**src/hdl/cfl_defines.vh**
```
`ifndef CFL_DEFINES_VH
`define CFL_DEFINES_VH
// configuration write selectors
`define CFL_SEL_PAT0    4'h0
`define CFL_SEL_MSK0    4'h4
`define CFL_SEL_MODE    4'h8
`define CFL_SEL_CTL1    4'h9
`define CFL_SEL_BTA     4'ha
`define CFL_SEL_BTB     4'hb
// filter modes in filter_mode_reg bits 5:4
`define CFL_MODE_LSB    4
`define CFL_FM_SINGLE   2'h0
`define CFL_FM_DUAL     2'h1
`define CFL_FM_QUAD     2'h2
// rx_flag_reg bit positions
`define CFL_F_WAKE      7
`define CFL_F_RWRN      6
`define CFL_F_TWRN      5
`define CFL_F_RERR      4
`define CFL_F_TERR      3
`define CFL_F_BOFF      2
`define CFL_F_OVR       1
`define CFL_F_RXF       0
// reset values
`define CFL_RST_CFG     8'h00
`define CFL_RST_TXE     3'h7
// error counter limits
`define CFL_WARN_LIM    8'h60
`define CFL_PASV_LIM    8'h7f
`define CFL_BOFF_LIM    9'h0ff
// recessive bits needed to resynchronise
`define CFL_SYNC_BITS   4'hb
`endif

```
**src/hdl/cfl_core.v**
```verilog
`timescale 1ns/10ps
`include "cfl_defines.vh"
module cfl_core
(
  input  wire        clock,
  input  wire        rst_b,
  input  wire        cpu_stop,
  input  wire        soft_reset_bit,
  input  wire        sleep_req,
  input  wire        wakeup_irq_enable,
  input  wire        rx_irq_enable,
  input  wire [2:0]  tx_empty_irq_enable,
  input  wire [5:0]  err_irq_enable,
  input  wire        cfg_we,
  input  wire [3:0]  cfg_sel,
  input  wire [7:0]  cfg_wdata,
  input  wire [7:0]  rx_flag_clr,
  input  wire [2:0]  tx_flag_clr,
  input  wire [2:0]  tx_done,
  input  wire [2:0]  abort_req,
  input  wire        tx_busy,
  input  wire        rx_busy,
  input  wire        rx_id_valid,
  input  wire [31:0] rx_id,
  input  wire        rx_eof,
  input  wire [7:0]  rx_err_cnt,
  input  wire [8:0]  tx_err_cnt,
  input  wire        bit_tick,
  input  wire        can_rx,
  input  wire        core_tx,
  output reg         can_tx,
  output reg  [7:0]  rx_flag_reg,
  output reg  [2:0]  tx_buffer_empty_flag,
  output reg         filter_hit_index_hi,
  output reg         filter_hit_index_lo,
  output reg         fg_copy,
  output reg  [2:0]  tx_request,
  output reg  [2:0]  abort_grant,
  output reg         sleep_ack,
  output reg  [3:0]  can_mode,
  output reg         core_clk_en,
  output reg         reg_clk_en,
  output reg         on_bus,
  output reg         busoff_count_en,
  output reg  [7:0]  control_reg_one,
  output reg  [7:0]  bus_timing_reg_a,
  output reg  [7:0]  bus_timing_reg_b,
  output reg  [7:0]  filter_mode_reg,
  output reg         tx_irq,
  output reg         rx_irq,
  output reg         err_irq,
  output reg         wake_irq
);

// ==========================================
// state encodings
localparam ST_RUN   = 4'b0001;
localparam ST_DRAIN = 4'b0010;
localparam ST_SLEEP = 4'b0100;
localparam ST_SYNC  = 4'b1000;
localparam MD_NORM  = 4'b0001;
localparam MD_SLEEP = 4'b0010;
localparam MD_SRST  = 4'b0100;
localparam MD_PDWN  = 4'b1000;

// ==========================================
// masked byte compare
function m8;
  input [7:0] a;
  input [7:0] p;
  input [7:0] m;
  begin
    m8 = &((a ~^ p) | m);
  end
endfunction

reg  [31:0] pat_q;
reg  [31:0] msk_q;
reg  [3:0]  st_q;
reg  [3:0]  st_d;
reg  [3:0]  rcnt_q;
reg  [3:0]  rcnt_d;
reg         rx_s1_q;
reg         rx_s2_q;
reg         rx_s3_q;
reg         hit_q;
reg  [1:0]  idx_q;
reg         bg_full_q;
reg  [1:0]  bg_idx_q;
reg  [5:0]  cond_q;
reg  [7:0]  rset;
reg  [7:0]  rcond;
reg         hit_d;
reg  [1:0]  idx_d;
wire [3:0]  bm;
wire [3:0]  qm;
wire [1:0]  fmode;
wire        asleep;
wire        awake;
wire        idle;
wire        activity;
wire        acc_eof;
wire        direct;
wire        deferred;
wire [5:0]  cond;
wire        normal_m;
wire        ack_d;

// ==========================================
// configuration bank, locked while on-line
always @(posedge clock or negedge rst_b)
begin
  if (!rst_b)
  begin
    pat_q            <= {4{`CFL_RST_CFG}};
    msk_q            <= {4{`CFL_RST_CFG}};
    filter_mode_reg  <= `CFL_RST_CFG;
    control_reg_one  <= `CFL_RST_CFG;
    bus_timing_reg_a <= `CFL_RST_CFG;
    bus_timing_reg_b <= `CFL_RST_CFG;
  end
  else if (cfg_we && soft_reset_bit)
  begin
    case (cfg_sel)
      4'h0: pat_q[31:24] <= cfg_wdata;
      4'h1: pat_q[23:16] <= cfg_wdata;
      4'h2: pat_q[15:8]  <= cfg_wdata;
      4'h3: pat_q[7:0]   <= cfg_wdata;
      4'h4: msk_q[31:24] <= cfg_wdata;
      4'h5: msk_q[23:16] <= cfg_wdata;
      4'h6: msk_q[15:8]  <= cfg_wdata;
      4'h7: msk_q[7:0]   <= cfg_wdata;
      `CFL_SEL_MODE: filter_mode_reg  <= cfg_wdata;
      `CFL_SEL_CTL1: control_reg_one  <= cfg_wdata;
      `CFL_SEL_BTA:  bus_timing_reg_a <= cfg_wdata;
      `CFL_SEL_BTB:  bus_timing_reg_b <= cfg_wdata;
      default: ;
    endcase
  end
end

// ==========================================
// acceptance filter
genvar gi;
generate
  for (gi = 0; gi < 4; gi = gi + 1)
  begin : g_flt
    // bm: byte k of id against byte k of bank
    assign bm[gi] = m8(rx_id[31-8*gi -: 8], pat_q[31-8*gi -: 8],
                       msk_q[31-8*gi -: 8]);
    // qm: first id byte against bank byte k
    assign qm[gi] = m8(rx_id[31:24], pat_q[31-8*gi -: 8],
                       msk_q[31-8*gi -: 8]);
  end
endgenerate

assign fmode = filter_mode_reg[`CFL_MODE_LSB +: 2];

always @*
begin
  hit_d = 1'b0;
  idx_d = 2'h0;
  case (fmode)
    `CFL_FM_SINGLE:
    begin
      hit_d = &bm;
    end
    `CFL_FM_DUAL:
    begin
      // filter 0 uses bank bytes 0-1, filter 1 bytes 2-3
      hit_d = (bm[0] & bm[1]) |
              (m8(rx_id[31:24], pat_q[15:8], msk_q[15:8]) &
               m8(rx_id[23:16], pat_q[7:0], msk_q[7:0]));
      idx_d = (bm[0] & bm[1]) ? 2'h0 : 2'h1;
    end
    `CFL_FM_QUAD:
    begin
      hit_d = |qm;
      idx_d = qm[0] ? 2'h0 : qm[1] ? 2'h1 :
              qm[2] ? 2'h2 : 2'h3;
    end
    default:
    begin
      hit_d = 1'b0;
    end
  endcase
end

// ==========================================
// pin sync and sleep sequencing
assign asleep   = (st_q == ST_SLEEP);
assign awake    = ~asleep & ~cpu_stop & ~soft_reset_bit;
assign idle     = ~tx_busy & ~rx_busy & (&tx_buffer_empty_flag);
assign activity = rx_s3_q & ~rx_s2_q;

always @*
begin
  st_d   = st_q;
  rcnt_d = rcnt_q;
  case (st_q)
    ST_RUN:
    begin
      if (sleep_req && !soft_reset_bit)
        st_d = idle ? ST_SLEEP : ST_DRAIN;
    end
    ST_DRAIN:
    begin
      if (!sleep_req || soft_reset_bit)
        st_d = ST_RUN;
      else if (idle)
        st_d = ST_SLEEP;
    end
    ST_SLEEP:
    begin
      if (activity || !sleep_req || soft_reset_bit)
        st_d = ST_SYNC;
      rcnt_d = 4'h0;
    end
    ST_SYNC:
    begin
      if (soft_reset_bit || !rx_s2_q)
        rcnt_d = 4'h0;
      else if (bit_tick)
        rcnt_d = rcnt_q + 4'h1;
      if (rcnt_q == `CFL_SYNC_BITS)
        st_d = ST_RUN;
    end
    default:
    begin
      st_d = ST_SYNC;
    end
  endcase
end

always @(posedge clock or negedge rst_b)
begin
  if (!rst_b)
  begin
    rx_s1_q <= 1'b1;
    rx_s2_q <= 1'b1;
    rx_s3_q <= 1'b1;
    st_q    <= ST_SYNC;
    rcnt_q  <= 4'h0;
  end
  else
  begin
    rx_s1_q <= can_rx;
    rx_s2_q <= rx_s1_q;
    rx_s3_q <= rx_s2_q;
    st_q    <= st_d;
    rcnt_q  <= rcnt_d;
  end
end

// ==========================================
// receive buffering
// frames ending outside ST_RUN are never accepted; while not awake the first accepted one waits in the background buffer
assign acc_eof  = rx_eof & hit_q & (st_q == ST_RUN);
assign direct   = acc_eof & ~rx_flag_reg[`CFL_F_RXF] & ~bg_full_q & awake;
assign deferred = bg_full_q & ~rx_flag_reg[`CFL_F_RXF] & awake;

always @(posedge clock or negedge rst_b)
begin
  if (!rst_b)
  begin
    hit_q     <= 1'b0;
    idx_q     <= 2'h0;
    bg_full_q <= 1'b0;
    bg_idx_q  <= 2'h0;
  end
  else
  begin
    if (rx_id_valid)
    begin
      hit_q <= hit_d;
      idx_q <= idx_d;
    end
    else if (rx_eof)
      hit_q <= 1'b0;
    if (deferred)
      bg_full_q <= 1'b0;
    else if (acc_eof && !direct && !bg_full_q)
    begin
      bg_full_q <= 1'b1;
      bg_idx_q  <= idx_q;
    end
  end
end

// ==========================================
// flags
assign cond[5] = (rx_err_cnt >= `CFL_WARN_LIM);
assign cond[4] = ({1'b0, tx_err_cnt} >= {2'h0, `CFL_WARN_LIM});
assign cond[3] = (rx_err_cnt > `CFL_PASV_LIM);
assign cond[2] = ({1'b0, tx_err_cnt} > {2'h0, `CFL_PASV_LIM});
assign cond[1] = (tx_err_cnt > `CFL_BOFF_LIM);
assign cond[0] = 1'b0;

always @*
begin
  rset  = {1'b0, cond[5:1] & ~cond_q[5:1], 2'h0};
  rcond = {1'b0, cond[5:1], 2'h0};
  rset[`CFL_F_WAKE] = activity & sleep_ack & wakeup_irq_enable;
  rset[`CFL_F_OVR]  = acc_eof & rx_flag_reg[`CFL_F_RXF] & bg_full_q;
  rset[`CFL_F_RXF]  = direct | deferred;
end

assign normal_m = awake & (st_q == ST_RUN);
// mode and clock enable follow the next ack so they never lag the flag
assign ack_d    = (st_d == ST_SLEEP);

always @(posedge clock or negedge rst_b)
begin
  if (!rst_b)
  begin
    cond_q               <= 6'h00;
    rx_flag_reg          <= 8'h00;
    tx_buffer_empty_flag <= `CFL_RST_TXE;
    filter_hit_index_hi  <= 1'b0;
    filter_hit_index_lo  <= 1'b0;
    fg_copy              <= 1'b0;
  end
  else
  begin
    cond_q      <= cond;
    // set wins, clear needs 1 and, for bits 6:2, a gone cause
    rx_flag_reg <= rset | (rx_flag_reg & ~(rx_flag_clr & ~rcond));
    tx_buffer_empty_flag <= tx_done |
      (tx_buffer_empty_flag & ~tx_flag_clr);
    fg_copy     <= rset[`CFL_F_RXF];
    if (rset[`CFL_F_RXF])
    begin
      filter_hit_index_hi <= deferred ? bg_idx_q[1] : idx_q[1];
      filter_hit_index_lo <= deferred ? bg_idx_q[0] : idx_q[0];
    end
  end
end

// ==========================================
// mode, pins and interrupt outputs
always @(posedge clock or negedge rst_b)
begin
  if (!rst_b)
  begin
    can_tx          <= 1'b1;
    sleep_ack       <= 1'b0;
    can_mode        <= MD_SRST;
    core_clk_en     <= 1'b0;
    reg_clk_en      <= 1'b0;
    on_bus          <= 1'b0;
    busoff_count_en <= 1'b0;
    tx_request      <= 3'h0;
    abort_grant     <= 3'h0;
    tx_irq          <= 1'b0;
    rx_irq          <= 1'b0;
    err_irq         <= 1'b0;
    wake_irq        <= 1'b0;
  end
  else
  begin
    sleep_ack <= ack_d;
    if (cpu_stop)
      can_mode <= MD_PDWN;
    else if (ack_d && !soft_reset_bit)
      can_mode <= MD_SLEEP;
    else if (soft_reset_bit && !ack_d)
      can_mode <= MD_SRST;
    else
      can_mode <= MD_NORM;
    // clock enables stand in for gated clocks
    core_clk_en <= ~cpu_stop & ~ack_d & ~soft_reset_bit;
    reg_clk_en  <= ~cpu_stop;
    on_bus      <= normal_m;
    can_tx      <= normal_m ? core_tx : 1'b1;
    // recovery counter runs only while awake, so it stops one cycle after core_clk_en on sleep entry
    busoff_count_en <= cond[1] & awake;
    tx_request  <= normal_m ? ~tx_buffer_empty_flag : 3'h0;
    abort_grant <= normal_m ?
      (abort_req & ~tx_buffer_empty_flag) : 3'h0;
    tx_irq   <= |(tx_buffer_empty_flag & tx_empty_irq_enable);
    rx_irq   <= rx_flag_reg[`CFL_F_RXF] & rx_irq_enable;
    err_irq  <= |(rx_flag_reg[6:1] & err_irq_enable);
    wake_irq <= rx_flag_reg[`CFL_F_WAKE];
  end
end

// error counters enter only as inputs, never written here
endmodule

```
**config.mk**
```make
export PLATFORM = sky130hd
export DESIGN_NAME = cfl_core
export DESIGN_NICKNAME = d
export VERILOG_FILES = /design/src/hdl/cfl_core.v
export VERILOG_INCLUDE_DIRS = /design/src /design/src/hdl
export SDC_FILE = /design/constraint.sdc
export NUM_CORES = 1
export LEC_CHECK = 0
export ABC_AREA = 1
export BUFFER_PORTS_ARGS = -buffer_cell sky130_fd_sc_hd__buf_4
export CORE_MARGIN = 2
export CORE_UTILIZATION = 30
export DETAILED_ROUTE_END_ITERATION = 10
export SLEW_MARGIN = 10
export SYNTH_ARGS = -nofsm -noshare
export SYNTH_HDL_FRONTEND = slang
export SYNTH_SLANG_ARGS = --single-unit
export TNS_END_PERCENT = 50
```
**constraint.sdc**
```tcl
create_clock -name clock -period 2.67 [get_ports clock]
set_input_delay 0.1335 -clock clock [delete_from_list [all_inputs] [get_ports clock]]
set_output_delay 0.1335 -clock clock [all_outputs]
set_load 0.1 [all_outputs]
```
==> out/results.md <==
• total area of sequential cells: 0.003815 mm^2
• run status: finished, final reports clean
• required time at the endpoint of the critical path: 2.99 ns
• depth of the worst hold-timing path: 4
• startpoint type of the worst setup path: register
• Layout fillers: 2433
• number of buffers on the longest clock path: 2
• most repeated library cell on the critical path: sky130_fd_sc_hd__inv_1
• detailed router's first-iteration violation count: 419
• EDFF count, synth: 0
• xor and xnor area share after synthesis: 0.001180
• Critical Path Start: tx_buffer_empty_flag[2]
• number of buffers inserted by port buffering: 157
• DIE AREA: 0.02601 mm^2
• remaining antenna violation count: 0
• CTS tree: built
• number of global-route vias before repair: 6332
• Clk Tree Root Cell: sky130_fd_sc_hd__clkbuf_16
• multi-input combinational cell area: 0.002913 mm^2
• maximum number of pins on one net before global-route repair: 76
• Final HPWL DP: 14710 um
• total of warnings raised by yosys: 0
• leading cell type in the layout, fill and taps excluded: sky130_fd_sc_hd__nand2_1
• measured slew at the worst slew-check pin: 0.7154 ns
• top cells by area, synth: sky130_fd_sc_hd__dfrtp_1, sky130_fd_sc_hd__nand2_1, sky130_fd_sc_hd__inv_1
• largest area contributor in the synthesized netlist: sky130_fd_sc_hd__dfrtp_1
• total CTS buffers: 17
• maximum achievable frequency: 538.4 MHz
• total non-filler cell area in the finished layout: 0.009849 mm^2
• Seq/Total Area, Yosys: 0.5141
• Hold Worst Slack: 0.05080 ns
• Via Count: 6404
• largest registers: msk_q x32, pat_q x32
• Worst Hold Launch: sleep_req
• non-filler instance count after layout: 1453
• area growth from synthesis to layout: 32.73%
• critical path endpoint category: register
• number of rows in the core area: 57
• total congestion overflow: 0
• total wire length: 19960 um
• most used cells in the layout excluding fill and tap cells: sky130_fd_sc_hd__nand2_1, sky130_fd_sc_hd__buf_4, sky130_fd_sc_hd__dfrtp_1
• maximum capacitance violations: 0
• type of the worst setup path: reg -> reg
• worst-case register-to-register setup slack: 0.81 ns
• Final Core Density: 0.4050
• number of levels the H-tree was split into: 4
• Final setup viols: 0
• arrival time reported for the critical path endpoint: 2.17 ns
• worst-path cell with the longest stage delay: sky130_fd_sc_hd__dfstp_2
• Worst R2R Path Depth: 8
• CTS sink count: 152
• mean post-synth cell area: 8.049 um^2
• hold path endpoint: st_q[0]
• average wire per cell in the routed design: 13.74 um
• Crit path largest cell delay: 0.55 ns
• Final #Nets: 1225
• final worst path period need: 1.857 ns
• Clock Latency Late Sink: 0.43 ns
• total count of hold-check failures in the final report: 0
• post-synthesis compound-gate area fraction: 0.1130
• fraction of synthesized cell area taken by the top area cell type: 0.4822
• chain of cells forming the critical path: inv_1 -> nor4_1 -> buf_4 -> inv_1 -> o21ai_0 -> ha_1 -> inv_1 -> nor2_1
• layout cell share with drive strength beyond 1: 0.2303
• final-layout setup total negative slack: 0 ns
• combinational family with the most area after synthesis: simple AND/OR/NAND/NOR gates
• final max-slew violation count: 0
• static power due to leakage: 0.005018 uW
• diode count: 0
• class of the tightest hold or removal check: in -> reg
• power density cells: 768.7 mW/mm^2
• CP Max Fanout: 4
• synthesis-stage register bit count: 152
• initial standard-cell utilization of the core: 0.3051
• post-placement cell area: 0.008876 mm^2
• fraction of synthesized area in multiplexers: 0
• worst slew margin relative to its limit: 0.5230
• iteration count of the initial detailed-routing pass: 5
• capture point of the worst reg-to-reg path: can_mode[0]
• simple-gate share of the synthesized area: 0.2666
• top flip-flop cell by instance count after synthesis: sky130_fd_sc_hd__dfrtp_1
• library cells used by synthesis: 40
• arithmetic-cell share of the synthesized area counting full adders, half adders and majority gates: 0.01180
• width of the chip: 161.3 um
• floorplan die height: 161.3 um
• first-pass GRT wire length: 32450 um
• count of unresolved DRC violations after routing: 0
• count of cells resized by post-cts repair: 0
• count of boundary I/O pins: 168
• Total GRT Usage: 0.1590
• total placed cells including tap cells: 1384
• final worst-path cycle share: 0.6956
• Std-Cell Core Area: 0.02432 mm^2
• Max IR drop VDD: 0.6612 mV
• Crit Reg-Reg Startpoint: tx_buffer_empty_flag[2]
• clock transition at the registers of the reported paths: 0.06 ns
• clock skew after layout: 0.009981 ns
• count of mapped cells out of synthesis: 922
• initial antenna violation count: 0
• mapped cell area: 0.007421 mm^2
• unrepaired setup endpoints after global routing: false
• synthesized net count: 1031
• final weighted congestion in routability-driven placement: 0.8766
• via density per instance: 4.407
• FFs w/ async S/R, synth: 1.000
-- report_power, final --
| part | leakage [uW] | total, uW | switching, uW | internal, uW |
|---|---|---|---|---|
| clock | 0.000288 | 2480 | 1060 | 1410 |
| combinational | 0.00279 | 2240 | 1600 | 637 |
| sequential | 0.00194 | 2860 | 233 | 2620 |
-- worst max-delay path, delay by kind of cell, from the launching register on --
family                     cells  cell delay, ns
AOI/OAI and AO/OA              1            0.25
adders and majority gates      1            0.28
buffers and inverters          4            0.35
DFF                            1            0.55
and+or+nand+nor                2            0.31
-- cell usage after synthesis, types with 2 or more instances --
master and n:
sky130_fd_sc_hd__nor2_2 3, sky130_fd_sc_hd__a21oi_1 6, sky130_fd_sc_hd__nor3_4 4, sky130_fd_sc_hd__dfrtp_1 143, sky130_fd_sc_hd__o21bai_1 5, sky130_fd_sc_hd__nor3_1 5, sky130_fd_sc_hd__o21ai_2 23, sky130_fd_sc_hd__clkbuf_1 6
sky130_fd_sc_hd__dfstp_2 9, sky130_fd_sc_hd__or2_1 3, sky130_fd_sc_hd__nor2_4 4, sky130_fd_sc_hd__nor2_1 69, sky130_fd_sc_hd__buf_6 8, sky130_fd_sc_hd__nand2_2 10, sky130_fd_sc_hd__inv_2 7, sky130_fd_sc_hd__o21a_1 2
sky130_fd_sc_hd__inv_1 133, sky130_fd_sc_hd__nand4_1 2, sky130_fd_sc_hd__buf_2 4, sky130_fd_sc_hd__o21ai_1 46, sky130_fd_sc_hd__o21ai_0 49, sky130_fd_sc_hd__and3_1 3, sky130_fd_sc_hd__dlygate4sd1_1 4, sky130_fd_sc_hd__nand3_1 54
sky130_fd_sc_hd__a31oi_1 2, sky130_fd_sc_hd__ha_1 7, sky130_fd_sc_hd__nand3_2 4, sky130_fd_sc_hd__nand2_1 295
-- cell families (layout without fill, tap and decap cells) --
group,after synthesis,count (layout)
compound gates,140,140
fa+ha+maj,7,7
simple gates,460,460
buf+inv,162,369
xor+xnor,1,1
flops,152,152
-- area by class of cell --
cell class,instances,share of cell area
Multi-Input combinational cell,608,0.2957
Timing Repair Buffer,197,0.1612
Inverter,140,0.05335
Clock inverter,15,0.01804
Sequential cell,152,0.3873
Clock buffer,17,0.04319
Tap cell,324,0.04116
-- what timing repair did --
| action | in CTS | in global routing |
|---|---|---|
| setup buffers | 0 | 0 |
| hold endpoints to repair | 97 | 0 |
| hold buffers | 37 | 0 |
-- layer usage --
metal / vias to the layer above / GRT usage / wire length [um]
met5: - / 0 / 0
met4: 0 / 0.04586 / 269
met3: 19 / 0.04802 / 1419
met2: 184 / 0.2604 / 9118
met1: 2922 / 0.2038 / 9154
li1: 3279 / - / -
-- per-stage QoR --
stage	power, uW	setup WS (ns)
after global placement	5064	0.8149
after floorplan	4461	0.6578
after CTS	7641	0.7741
final	7571	0.8127
after detailed placement	5095	0.8005
after global routing	7977	0.6581
-- how the worst max path moves through the flow --
stage / endpoint / slack (ns) / cells past startpoint
final: can_mode[0] / 0.81 / 8
after global routing: can_mode[0] / 0.66 / 8
after CTS: can_mode[0] / 0.77 / 8
after detailed placement: can_mode[0] / 0.80 / 8
after global placement: can_mode[0] / 0.81 / 8
after floorplan: can_mode[0] / 0.66 / 7
Note: power is estimated with default switching activity, not from simulation.
